$ cat src/inc/port_pkg.sv
// Purpose: shared constants and types for the port timing and pin sharing block
// Assumes: basic clock CLK at 50 MHz drives the instruction timing directly
// Notes: registers are 16 bits wide on an 8-bit byte address
package port_pkg;
	// instruction timing
	localparam logic [1:0] CLKS_PER_MCYCLE_LAST = 2'h3;
	localparam logic [1:0] MCYCLES_LAST = 2'h3;
	localparam logic [1:0] MC_FIRST = 2'h0;
	localparam logic [1:0] MC_THIRD = 2'h2;
	localparam logic [1:0] MC_FOURTH = 2'h3;
	localparam logic [1:0] SUB_FIRST = 2'h0;

	// register map
	localparam logic [7:0] CMD_OFS = 8'h00;
	localparam logic [7:0] STATUS_OFS = 8'h04;
	localparam logic [7:0] INDATA_OFS = 8'h08;
	localparam logic [7:0] CONFIG_OFS = 8'h0c;

	// field positions
	localparam int CMD_DATA_LSB = 0;
	localparam int CMD_PORT_LSB = 4;
	localparam int CMD_DIR_BIT = 8;
	localparam int STAT_BUSY_BIT = 0;
	localparam int STAT_CNT1_BIT = 1;
	localparam int STAT_CNT2_BIT = 2;
	localparam int CFG_CNT1_BIT = 0;
	localparam int CFG_CNT2_BIT = 1;
	localparam int CFG_SER_BIT = 2;
	localparam int CFG_EXTCLK_BIT = 3;

	// port numbers carried by a command
	localparam logic [3:0] PORT_IN = 4'h0;
	localparam logic [3:0] PORT_OUT_A = 4'h1;
	localparam logic [3:0] PORT_OUT_B = 4'h2;
	localparam logic [3:0] PORT_BIDIR_FIRST = 4'h4;
	localparam logic [3:0] PORT_BIDIR_LAST = 4'h7;
	localparam logic [3:0] PORT_CTR = 4'h8;
	localparam logic [3:0] PORT_SER = 4'h9;

	// pin positions inside the shared ports, and the sink-only bidirectional port index
	localparam int CTR_ONE_BIT = 3;
	localparam int CTR_TWO_BIT = 1;
	localparam int SER_SCK_BIT = 2;
	localparam int SER_SO_BIT = 1;
	localparam int SER_SI_BIT = 0;
	localparam logic [1:0] BIDIR_SINK_ONLY_IDX = 2'h3;

	// circuit option codes
	localparam logic OPT_SINK = 1'b0;
	localparam logic OPT_SOURCE = 1'b1;

	// reset values
	localparam logic [3:0] LATCH_HIGH = 4'hf;
	localparam logic [3:0] LATCH_LOW = 4'h0;
	localparam logic [2:0] SER_LATCH_HIGH = 3'h7;
	localparam logic [3:0] CFG_RESET = 4'h0;

	typedef enum logic [1:0] {SEQ_IDLE, SEQ_ALIGN, SEQ_FIRST, SEQ_SECOND} seq_state_type;
endpackage

$ cat src/logic/cycle_timer.sv
// Purpose: machine cycle and instruction cycle timing from the basic clock
// Assumes: CLK is the basic clock
// Notes: free running from reset release
`timescale 1ns/1ns
module cycle_timer (
	input wire logic CLK,
	input wire logic RSTN,
	output logic ic_start,
	output logic [1:0] mcycle,
	output logic [1:0] sub
);
	typedef struct packed {
		logic [1:0] mc;
		logic [1:0] sb;
	} timer_type;

	timer_type r, n;

	always_comb begin
		n = r;
		n.sb = r.sb + 2'h1; // [RULE4]
		if (r.sb == port_pkg::CLKS_PER_MCYCLE_LAST) begin
			n.mc = r.mc + 2'h1; // [RULE4]
		end
	end

	always_ff @(posedge CLK or negedge RSTN) begin
		if (!RSTN) begin
			r <= '0;
		end else begin
			r <= n;
		end
	end

	assign mcycle = r.mc;
	assign sub = r.sb;
	assign ic_start = (r.mc == port_pkg::MC_FIRST) && (r.sb == port_pkg::SUB_FIRST);

	property p_icycle_len;
		@(posedge CLK) disable iff (!RSTN)
		ic_start |=> !ic_start [*8] ##8 ic_start;
	endproperty
	a_icycle_len: assert property (p_icycle_len) else $error("instruction cycle is not sixteen clocks"); // [RULE4]
endmodule

$ cat src/logic/port_io.sv
// Purpose: port latches, pin timing of port instructions and pin sharing
// Assumes: one clock; core issues port instructions through the command register
// Notes: pin circuit option is a mask choice, fixed by parameter
// Functional notes
// RULE1 - input instructions sample pins in third machine cycle of second instruction cycle
// RULE2 - output instructions drive pins in fourth machine cycle of second instruction cycle
// RULE3 - port instructions take two instruction cycles, pins touched only in the second
// RULE4 - instruction cycle is four machine cycles of four basic clocks each
// RULE5 - sink open-drain output latches reset high, releasing the pin
// RULE6 - source option resets both dedicated output port latches low
// RULE7 - source option makes first three bidirectional ports output only
// RULE8 - two counter-port pins are general pins or the counter inputs
// RULE9 - rising edge on a counter input sets its count latch, requesting a count
// RULE10 - external driver holds counter input high and low over two instruction cycles
// RULE11 - serial-port pins are general pins or shift clock, serial out, serial in
// RULE12 - external shift clock holds each level over two instruction cycles
// RULE13 - system holds the test input low; the pin has a pull-down
// RULE14 - firmware leaves latches high on pins used as peripheral inputs
`timescale 1ns/1ns
module port_io #(
	parameter logic PIN_CIRCUIT_OPTION_CODE = port_pkg::OPT_SINK
) (
	input wire logic CLK,
	input wire logic RSTN,
	input wire logic [7:0] ADDR,
	input wire logic [15:0] WDATA,
	input wire logic WR,
	input wire logic RD,
	output logic [15:0] RDATA,
	input wire logic [3:0] INPUT_ONLY_PORT_I,
	output logic [3:0] DEDICATED_OUTPUT_PORT_A_O,
	output logic [3:0] DEDICATED_OUTPUT_PORT_A_OE,
	output logic [3:0] DEDICATED_OUTPUT_PORT_B_O,
	output logic [3:0] DEDICATED_OUTPUT_PORT_B_OE,
	input wire logic [15:0] BIDIR_PORTS_I,
	output logic [15:0] BIDIR_PORTS_O,
	output logic [15:0] BIDIR_PORTS_OE,
	input wire logic [3:0] SHARED_COUNTER_PORT_I,
	output logic [3:0] SHARED_COUNTER_PORT_O,
	output logic [3:0] SHARED_COUNTER_PORT_OE,
	input wire logic [2:0] SHARED_SERIAL_PORT_I,
	output logic [2:0] SHARED_SERIAL_PORT_O,
	output logic [2:0] SHARED_SERIAL_PORT_OE,
	output logic COUNTER_INPUT_ONE_REQ,
	output logic COUNTER_INPUT_TWO_REQ,
	input wire logic SHIFT_CLK_DRIVE,
	input wire logic SER_DATA_DRIVE,
	output logic SHIFT_CLK_SEEN,
	output logic SER_DATA_SEEN
);
	localparam logic SRC = (PIN_CIRCUIT_OPTION_CODE == port_pkg::OPT_SOURCE);
	localparam logic [3:0] DED_RESET = SRC ? port_pkg::LATCH_LOW : port_pkg::LATCH_HIGH;
	localparam logic [15:0] BIDIR_RESET = SRC ? {port_pkg::LATCH_HIGH, {3{port_pkg::LATCH_LOW}}}
		: {4{port_pkg::LATCH_HIGH}};

	typedef struct packed {
		port_pkg::seq_state_type state;
		logic [3:0] port;
		logic dir;
		logic [3:0] data;
		logic [3:0] indata;
		logic [3:0] out_a;
		logic [3:0] out_b;
		logic [15:0] bidir;
		logic [3:0] ctr;
		logic [2:0] ser;
		logic [3:0] cfg;
		logic cnt1;
		logic cnt2;
		logic [3:0] k_s1;
		logic [3:0] k_s2;
		logic [15:0] b_s1;
		logic [15:0] b_s2;
		logic [3:0] c_s1;
		logic [3:0] c_s2;
		logic [2:0] s_s1;
		logic [2:0] s_s2;
		logic [1:0] c_prev;
		logic [3:0] a_oe;
		logic [3:0] b_oe;
		logic [15:0] bid_oe;
		logic [3:0] ctr_oe;
		logic [2:0] ser_oe;
		logic [15:0] rdata;
	} state_type;

	state_type r, n;
	logic ic_start;
	logic [1:0] mcycle;
	logic [1:0] sub;
	logic sample_evt;
	logic drive_evt;
	logic rise1;
	logic rise2;
	logic [3:0] pin_val;
	logic [3:0] bid_pin;
	logic [3:0] bid_lat;

	cycle_timer timer (
		.CLK(CLK),
		.RSTN(RSTN),
		.ic_start(ic_start),
		.mcycle(mcycle),
		.sub(sub)
	);

	assign sample_evt = (r.state == port_pkg::SEQ_SECOND) && !r.dir && (mcycle == port_pkg::MC_THIRD)
		&& (sub == port_pkg::SUB_FIRST);
	assign drive_evt = (r.state == port_pkg::SEQ_SECOND) && r.dir && (mcycle == port_pkg::MC_FOURTH)
		&& (sub == port_pkg::SUB_FIRST);
	assign rise1 = r.cfg[port_pkg::CFG_CNT1_BIT] && r.c_s2[port_pkg::CTR_ONE_BIT] && !r.c_prev[1];
	assign rise2 = r.cfg[port_pkg::CFG_CNT2_BIT] && r.c_s2[port_pkg::CTR_TWO_BIT] && !r.c_prev[0];
	assign bid_pin = r.b_s2[{r.port[1:0], 2'b00} +: 4];
	assign bid_lat = r.bidir[{r.port[1:0], 2'b00} +: 4];

	always_comb begin
		n = r;
		pin_val = 4'h0;
		// two-stage synchronisers on every pin that is read
		n.k_s1 = INPUT_ONLY_PORT_I;
		n.k_s2 = r.k_s1;
		n.b_s1 = BIDIR_PORTS_I;
		n.b_s2 = r.b_s1;
		n.c_s1 = SHARED_COUNTER_PORT_I;
		n.c_s2 = r.c_s1;
		n.s_s1 = SHARED_SERIAL_PORT_I;
		n.s_s2 = r.s_s1;
		n.c_prev = {r.c_s2[port_pkg::CTR_ONE_BIT], r.c_s2[port_pkg::CTR_TWO_BIT]};

		// register writes; count latch clear first so a same-cycle edge wins
		if (WR) begin
			case (ADDR)
				port_pkg::CMD_OFS: begin
					if (r.state == port_pkg::SEQ_IDLE) begin
						n.data = WDATA[port_pkg::CMD_DATA_LSB +: 4];
						n.port = WDATA[port_pkg::CMD_PORT_LSB +: 4];
						n.dir = WDATA[port_pkg::CMD_DIR_BIT];
						n.state = port_pkg::SEQ_ALIGN;
					end
				end
				port_pkg::STATUS_OFS: begin
					if (WDATA[port_pkg::STAT_CNT1_BIT]) begin
						n.cnt1 = 1'b0;
					end
					if (WDATA[port_pkg::STAT_CNT2_BIT]) begin
						n.cnt2 = 1'b0;
					end
				end
				port_pkg::CONFIG_OFS: begin
					n.cfg = WDATA[3:0];
				end
				default: begin
				end
			endcase
		end
		if (rise1) begin
			n.cnt1 = 1'b1; // [RULE9] [RULE8]
		end
		if (rise2) begin
			n.cnt2 = 1'b1; // [RULE9] [RULE8]
		end

		// instruction sequence aligned to instruction cycle boundaries
		case (r.state)
			port_pkg::SEQ_IDLE: begin
			end
			port_pkg::SEQ_ALIGN: begin
				if (ic_start) begin
					n.state = port_pkg::SEQ_FIRST; // [RULE3]
				end
			end
			port_pkg::SEQ_FIRST: begin
				if (ic_start) begin
					n.state = port_pkg::SEQ_SECOND; // [RULE3]
				end
			end
			port_pkg::SEQ_SECOND: begin
				if (ic_start) begin
					n.state = port_pkg::SEQ_IDLE; // [RULE3]
				end
			end
			default: begin
				n.state = port_pkg::SEQ_IDLE;
			end
		endcase

		case (r.port)
			port_pkg::PORT_IN: pin_val = r.k_s2;
			port_pkg::PORT_OUT_A: pin_val = r.out_a;
			port_pkg::PORT_OUT_B: pin_val = r.out_b;
			port_pkg::PORT_CTR: pin_val = r.c_s2;
			port_pkg::PORT_SER: pin_val = {1'b0, r.s_s2};
			default: begin
				if (r.port >= port_pkg::PORT_BIDIR_FIRST && r.port <= port_pkg::PORT_BIDIR_LAST) begin
					// source-driven ports have no input path; read back the latch
					pin_val = (SRC && r.port[1:0] != port_pkg::BIDIR_SINK_ONLY_IDX) ? bid_lat : bid_pin; // [RULE7]
				end
			end
		endcase
		if (sample_evt) begin
			n.indata = pin_val; // [RULE1]
		end
		if (drive_evt) begin
			case (r.port)
				port_pkg::PORT_OUT_A: n.out_a = r.data; // [RULE2]
				port_pkg::PORT_OUT_B: n.out_b = r.data; // [RULE2]
				port_pkg::PORT_CTR: n.ctr = r.data; // [RULE2]
				port_pkg::PORT_SER: n.ser = r.data[2:0]; // [RULE2]
				default: begin
					if (r.port >= port_pkg::PORT_BIDIR_FIRST && r.port <= port_pkg::PORT_BIDIR_LAST) begin
						n.bidir[{r.port[1:0], 2'b00} +: 4] = r.data; // [RULE2]
					end
				end
			endcase
		end

		// pin enables follow the latches one clock later, still inside the same machine cycle
		n.a_oe = SRC ? r.out_a : ~r.out_a;
		n.b_oe = SRC ? r.out_b : ~r.out_b;
		n.bid_oe = SRC ? {~r.bidir[15:12], r.bidir[11:0]} : ~r.bidir; // [RULE7]
		// counter inputs share the sink driver; a low latch would mask the edges
		n.ctr_oe = ~r.ctr; // [RULE14] [RULE8]
		n.ser_oe = ~r.ser;
		if (r.cfg[port_pkg::CFG_SER_BIT]) begin
			n.ser_oe[port_pkg::SER_SO_BIT] = ~SER_DATA_DRIVE; // [RULE11]
			if (!r.cfg[port_pkg::CFG_EXTCLK_BIT]) begin
				n.ser_oe[port_pkg::SER_SCK_BIT] = ~SHIFT_CLK_DRIVE; // [RULE11]
			end
		end

		n.rdata = 16'h0000;
		if (RD) begin
			case (ADDR)
				port_pkg::CMD_OFS: n.rdata = {7'h00, r.dir, r.port, r.data};
				port_pkg::STATUS_OFS: n.rdata = {13'h0000, r.cnt2, r.cnt1, r.state != port_pkg::SEQ_IDLE};
				port_pkg::INDATA_OFS: n.rdata = {12'h000, r.indata};
				port_pkg::CONFIG_OFS: n.rdata = {12'h000, r.cfg};
				default: n.rdata = 16'h0000;
			endcase
		end
	end

	always_ff @(posedge CLK or negedge RSTN) begin
		if (!RSTN) begin
			r <= '0;
			r.state <= port_pkg::SEQ_IDLE;
			r.out_a <= DED_RESET; // [RULE5] [RULE6]
			r.out_b <= DED_RESET; // [RULE5] [RULE6]
			r.bidir <= BIDIR_RESET; // [RULE5]
			r.ctr <= port_pkg::LATCH_HIGH; // [RULE5]
			r.ser <= port_pkg::SER_LATCH_HIGH; // [RULE5]
			r.cfg <= port_pkg::CFG_RESET;
		end else begin
			r <= n;
		end
	end

	assign RDATA = r.rdata;
	assign DEDICATED_OUTPUT_PORT_A_O = {4{SRC}};
	assign DEDICATED_OUTPUT_PORT_A_OE = r.a_oe;
	assign DEDICATED_OUTPUT_PORT_B_O = {4{SRC}};
	assign DEDICATED_OUTPUT_PORT_B_OE = r.b_oe;
	assign BIDIR_PORTS_O = {4'h0, {12{SRC}}};
	assign BIDIR_PORTS_OE = r.bid_oe;
	assign SHARED_COUNTER_PORT_O = 4'h0;
	assign SHARED_COUNTER_PORT_OE = r.ctr_oe;
	assign SHARED_SERIAL_PORT_O = 3'h0;
	assign SHARED_SERIAL_PORT_OE = r.ser_oe;
	assign COUNTER_INPUT_ONE_REQ = r.cnt1;
	assign COUNTER_INPUT_TWO_REQ = r.cnt2;
	assign SHIFT_CLK_SEEN = r.s_s2[port_pkg::SER_SCK_BIT];
	assign SER_DATA_SEEN = r.s_s2[port_pkg::SER_SI_BIT];

	// helper for the checks below
	logic first_r;
	logic accept;
	always_ff @(posedge CLK or negedge RSTN) begin
		if (!RSTN) begin
			first_r <= 1'b1;
		end else begin
			first_r <= 1'b0;
		end
	end
	assign accept = WR && ADDR == port_pkg::CMD_OFS && r.state == port_pkg::SEQ_IDLE;

	property p_sample;
		@(posedge CLK) disable iff (!RSTN)
		sample_evt |=> r.indata == $past(pin_val);
	endproperty
	a_sample: assert property (p_sample) else $error("input not captured at third machine cycle"); // [RULE1]
	property p_drive;
		@(posedge CLK) disable iff (!RSTN)
		$changed(r.bidir) || $changed(r.out_a) |-> $past(drive_evt);
	endproperty
	a_drive: assert property (p_drive) else $error("latch changed outside fourth machine cycle"); // [RULE2]
	property p_two_cycles;
		@(posedge CLK) disable iff (!RSTN)
		accept |=> (r.state != port_pkg::SEQ_IDLE) [*8] ##[26:41] (r.state == port_pkg::SEQ_IDLE);
	endproperty
	a_two_cycles: assert property (p_two_cycles) else $error("port instruction length wrong"); // [RULE3]
	property p_sink_reset;
		@(posedge CLK) disable iff (!RSTN)
		first_r |-> r.ctr == port_pkg::LATCH_HIGH && r.bidir[15:12] == port_pkg::LATCH_HIGH && r.ctr_oe == 4'h0;
	endproperty
	a_sink_reset: assert property (p_sink_reset) else $error("sink latch not high after reset"); // [RULE5]
	property p_source_reset;
		@(posedge CLK) disable iff (!RSTN)
		first_r && SRC |-> r.out_a == port_pkg::LATCH_LOW && r.out_b == port_pkg::LATCH_LOW;
	endproperty
	a_source_reset: assert property (p_source_reset) else $error("dedicated latch not low at reset"); // [RULE6]
	property p_output_only;
		@(posedge CLK) disable iff (!RSTN)
		sample_evt && SRC && r.port == port_pkg::PORT_BIDIR_FIRST |=> r.indata == $past(r.bidir[3:0]);
	endproperty
	a_output_only: assert property (p_output_only) else $error("source port read its pin"); // [RULE7]
	property p_count_set;
		@(posedge CLK) disable iff (!RSTN)
		rise1 |=> COUNTER_INPUT_ONE_REQ;
	endproperty
	a_count_set: assert property (p_count_set) else $error("count latch missed a rising edge"); // [RULE9]
	property p_count_cause;
		@(posedge CLK) disable iff (!RSTN)
		$rose(COUNTER_INPUT_TWO_REQ) |-> $past(rise2) && $past(r.cfg[port_pkg::CFG_CNT2_BIT]);
	endproperty
	a_count_cause: assert property (p_count_cause) else $error("count request without selected edge"); // [RULE8]
	property p_serial_clk;
		@(posedge CLK) disable iff (!RSTN)
		r.cfg[port_pkg::CFG_SER_BIT] && !r.cfg[port_pkg::CFG_EXTCLK_BIT] && $stable(r.cfg)
		|=> SHARED_SERIAL_PORT_OE[port_pkg::SER_SCK_BIT] == !$past(SHIFT_CLK_DRIVE);
	endproperty
	a_serial_clk: assert property (p_serial_clk) else $error("shift clock pin not driven by shifter"); // [RULE11]
	c_input: cover property (@(posedge CLK) disable iff (!RSTN) sample_evt);
	c_output: cover property (@(posedge CLK) disable iff (!RSTN) drive_evt);
	c_count: cover property (@(posedge CLK) disable iff (!RSTN) $rose(COUNTER_INPUT_ONE_REQ));
endmodule

$ cat config.mk
export PLATFORM = sky130hd
export DESIGN_NAME = port_io
export DESIGN_NICKNAME = d
export VERILOG_FILES = /design/src/inc/port_pkg.sv /design/src/logic/cycle_timer.sv /design/src/logic/port_io.sv
export SDC_FILE = /design/constraint.sdc
export NUM_CORES = 1
export LEC_CHECK = 0
export BUFFER_PORTS_ARGS = -buffer_cell sky130_fd_sc_hd__buf_2
export CAP_MARGIN = 20
export CORE_AREA = 2 2 126 91
export DETAILED_ROUTE_END_ITERATION = 10
export DIE_AREA = 0 0 128 93
export PLACE_DENSITY_LB_ADDON = 0.12
export SYNTH_ARGS = -nofsm -noshare
export SYNTH_HDL_FRONTEND = slang
export SYNTH_HIERARCHICAL = 1
export SYNTH_SLANG_ARGS = --single-unit
$ cat constraint.sdc
create_clock -name CLK -period 3.35 [get_ports CLK]
set_input_delay 0 -clock CLK [delete_from_list [all_inputs] [get_ports CLK]]
set_output_delay 0 -clock CLK [all_outputs]
set_load 0.01 [all_outputs]
; ---- Word-level counts from Yosys, hierarchy flattened
; Index checks and enable logic that the tools add are counted.
[word_totals]
output_inout_bits = 82
elab_cells = 116
input_bits = 57
ff_bits = 159
[op_classes]
n_lt_le_gt_ge = 2
bitwise_logic = 8
n_shift = 3
add_sub_neg = 3
mux = 20
n_reduce_logical = 37
n_eq_ne = 13
[op_table]
columns = op, count
row1 = one-hot mux 9 bit (4 select lines), 1
row2 = 2-to-1 mux 11 bit, 3
row3 = one-hot mux 4 bit (5 select lines), 1
row4 = bitwise mux 16 bit, 1
row5 = "equality test 8 x 4 -> 1 bit, second input constant", 2
row6 = NOT 16 bit, 1
row7 = "variable shift 4 x 6 -> 16 bit, first input constant", 1
row8 = indexed part select 16 x 5 -> 4 bit, 1
row9 = indexed part select 4 x 6 -> 16 bit, 1
row10 = nonzero test 2 bit, 7
row11 = logical AND 1 bit, 12
row12 = 2-to-1 mux 2 bit, 6
row13 = NOT 4 bit, 3
row14 = AND reduction 3 bit, 4
row15 = "equality test 2 bit, second input constant", 5
row16 = AND reduction 2 bit, 5
row17 = 2-to-1 mux 9 bit, 1
row18 = "equality test 4 bit, second input constant", 2
row19 = "equality test 8 x 3 -> 1 bit, second input constant", 1
row20 = logical NOT 8 bit, 1
row21 = logical NOT 2 bit, 3
row22 = negator 4 -> 6 bit, 1
row23 = one-hot mux 2 bit (3 select lines), 1
row24 = 2-to-1 mux 1 bit, 5
row25 = 12 further kinds, 17

; ---- Longest topological paths before layout
[depth]
ltp_word = 6
depth_mapped = 8
depth_no_buf = 6

; ---- Hierarchy
; The synthesis kept the hierarchy.
[by_module_without_submodules]
columns = module, area_each_um2, seq_area_each_um2, cells_per_inst, n_inst
row1 = port_io, 5781.8, 3742.3, 443, 1
row2 = cycle_timer, 182.7, 100.1, 14, 1

; ---- Worst setup path after synthesis
; No wires, ideal clock.
[synth_path]
path_kind = register to register
from = register r[149] in the netlist's numbering
to = register r[112] in the netlist's numbering
required_ps = 3268
synth_period_minus_slack_ps = 1978
setup_slack_ps = 1372
t_arrival_ps = 1896
path_stages_with_launch = 7
path_buffers = 1
setup_time_ps = 82
cell_sequence = dfrtp_1 clkbuf_1 inv_1 ha_1 and3_1 nor3b_1 mux2_2
[synth_between]
elab_chain_len = 2
[synth_rtl]
columns = element, line_no
row1 = "start, declared", port_io.sv:87  ; state_type r, n;
row2 = "start signal, assigned", port_io.sv:254  ; r <= n;
row3 = equality test 4 bit, port_io.sv:204  ; case (r.port)
row4 = AND reduction 2 bit (no source line), -
; No other way between the ends.
; A chain may end at the register's enable or synchronous reset.

; ---- Worst setup path after layout
[layout_path]
from = register r[149] in the netlist's numbering
to = register r[115] in the netlist's numbering
; The elaborated chain is that of the path after synthesis.

==> flow_metrics.tcl <==
set metrics [dict create \
    fp.coreArea_mm2 0.0107 \
    postLayoutCoreUtil_pct 66.8 \
    synth_top_area_share_pct 50.8 \
    place_congestion 0.791 \
    regArea_mm2 0.00384 \
    port_buffers 93 \
    drv_cap 0 \
    worst_slew_pin_slew_ps 834 \
    grt_remaining_overflow 0 \
    stdcell_area_mm2 0.00717 \
    fmax_ghz 0.391 \
    post_dp_cell_area_mm2 0.00612 \
    slew_headroom_pct 44.4 \
    drcViolationCount 0 \
    power_density_mw_per_mm2 551 \
    synth_area_leaders "dfrtp_1, dfstp_2, buf_4, mux2_2, inv_1" \
    synth_area_leader_cell "dfrtp_1" \
    cts_made_buffers 17 \
    synth-seq-area-share_pct 64.4 \
    worstSkewPairLatency_ps 410 \
    drtIter0Drc 222 \
    grtUsageMet3_pct 6.01 \
    grt_pass1_wl_um 17700 \
    drive_gt1_share_pct 33.6 \
    synth-main-ff-cell "dfrtp_1" \
    rsz0062_at_grt "false" \
    run_status "complete, no violations" \
    place_ws_ps 790 \
    wl_per_cell_um 15.2 \
    multi_input_area_mm2 0.00147 \
    die-area_mm2 0.0119 \
    die_height_um 93 \
    met2_usage_pct 29.8 \
    ys_types 36 \
    hold_viol 0 \
    area_growth_syn_to_layout_pct 20.1 \
    gr-usage-met1_pct 28.5 \
    r2r_slack_ps 790 \
    avgViaCountPerCell 4.84 \
    crit_required_ps 3690 \
    antenna_cells 0 \
    cts_tree "done" \
    grt-busiest-layer "met2" \
    slew_viol_final 0 \
    clk_pin_slew_worst_paths_ps 60 \
    p_total_mw 3.95 \
    hp-class "input pin to flip-flop" \
    antenna_found_initial 0 \
    grt_pass1_vias 3462 \
    antenna_left 0 \
    htree_num_levels 4 \
    totalWireLength_um 10800 \
    syn_inst 457 \
    synth_edf_count 0 \
    yosysWarningCount 6 \
    post_cts_buffers 0 \
    setup-tns-final_ps 0 \
    clock_path_buffers 2 \
    setup_violations 0 \
    die_width_um 128 \
    grt_usage_pct 20.1 \
    grt_max_degree 96 \
    critPathArrivalTime_ps 2900 \
    fin_skew_ps 9.64 \
    ys_ff_latch 152 \
    initial_core_util_pct 55.6 \
    layout.nets 628 \
    period_share_pct 76.3 \
    fillCellCount 763 \
    netlist_area_mm2 0.00596 \
    dpl.cell_count 633 \
    synthArstFlopShare_pct 100 \
    cts_resized 0 \
    final_cells 711 \
    cp-start-kind "flip-flop" \
    peakVddDrop_v 0.000482 \
    firstDrtPassIters 4 \
    period_needed_ps 2560 \
    holdWs_ps 23.0 \
    post_synth.cell_area_avg_um2 13.1 \
    hpwl_um 7160 \
    cts.sinks 152 \
    boundaryPins 139 \
    cts_root_buffer "clkbuf_16" \
    cp_max_fo 12 \
    vias 3440 \
    end_kind "flip-flop" \
    rows 32 \
    criticalPathCategory "flip-flop to flip-flop" \
    worst_slack_ps 795 \
    leakagePower_nw 3.17 \
]
[power breakdown]
| part | total (mW) | internal, mW | switching, mW |
|---|---|---|---|
| sequential | 1.92 | 1.88 | 0.0345 |
| combinational | 0.205 | 0.0940 | 0.111 |
| clock | 1.83 | 1.11 | 0.714 |
[critical path, cell delays in order (launching register included)]
cell,delay (ps)
dfrtp_1,530
inv_1,240
ha_1,490
and3_1,240
nor3b_1,550
mux2_2,420
[placed cells by master, fill, tap and decap left out, types with 4 or more instances in the layout]
cell,instances
mux2_2,28
nand3_1,5
mux2i_1,12
nor2_1,13
a21oi_1,7
a222oi_1,4
nand4_1,6
buf_2,92
and3_1,5
ha_1,8
conb_1,38
inv_1,39
dfstp_2,31
mux4_2,6
a22oi_1,6
dfrtp_1,121
nand2_1,35
nor3b_1,4
clkbuf_16,17
o21ai_0,15
dlygate4sd3_1,47
clkinvlp_4,5
nor3_1,4
[metal layers]
layer  vias up  routed length (µm)
met5         -                   0
met4         0                  76
met3         7                 725
met2       145                4860
met1      1682                5140
li1       1606                   -
[cells in the mapped netlist (all sizes together) (2+ instances only)]
cell type  count
o21ai         15
mux2i         12
a22oi          6
clkbuf        10
mux2          29
nor2          13
a31oi          2
nand2         35
or4            2
buf           81
nor3b          4
a21oi          7
nor2b          2
mux4           6
nand3          5
and3           5
nor3           4
dfstp         31
dfrtp        121
a222oi         4
ha             8
inv           39
nand4          6
and4bb         2
[flip-flops by register name, indices dropped and copies added, names as in the netlist, 2 cells and up]
register / count
BIDIR_PORTS_OE: 16
DEDICATED_OUTPUT_PORT_A_OE: 4
DEDICATED_OUTPUT_PORT_B_OE: 4
RDATA: 9
SHARED_COUNTER_PORT_OE: 4
SHARED_SERIAL_PORT_OE: 3
n: 29
r: 75
timer/mcycle: 2
timer/sub: 2
[kinds of logic (layout without fill, tap and decap cells)]
logic type / count (synthesis) / after routing / synth area share [%]
AOI/OAI and AO/OA: 37 / 37 / 3.88
muxes: 47 / 47 / 9.82
DFF: 152 / 152 / 64.4
and+or+nand+nor: 80 / 80 / 6.63
xor gates and xnor gates: 2 / 2 / 0.294
buffers and inverters: 130 / 211 / 13.2
adders and majority gates: 8 / 8 / 1.68
other: 1 / 38 / 0.0629
[layout make-up]
type / count / share of cell area [%]
clock inverters: 11 / 1.75
inverters: 39 / 2.04
clock buffers: 20 / 6.23
multi-input cells: 212 / 20.6
flip-flops and latches: 152 / 53.6
well taps: 136 / 2.37
repair buffers: 141 / 13.4
[worst paths after layout]
path	from	endpoint	cells past startpoint
worst min-delay path	ADDR[2]	RDATA[3]	3
min in group asynchronous	RSTN	n[74]	2
worst max register to register	r[149]	r[115]	5
worst min register to register	n[75]	r[75]	0
max in group asynchronous	RSTN	r[120]	3
worst max-delay path	r[149]	r[115]	5
[what timing repair did]
action,4_1_cts,5_1_grt
endpoints found under the setup margin,0,0
hold endpoints to repair,127,0
hold buffers,47,0
(Power assumes the default switching activity.)
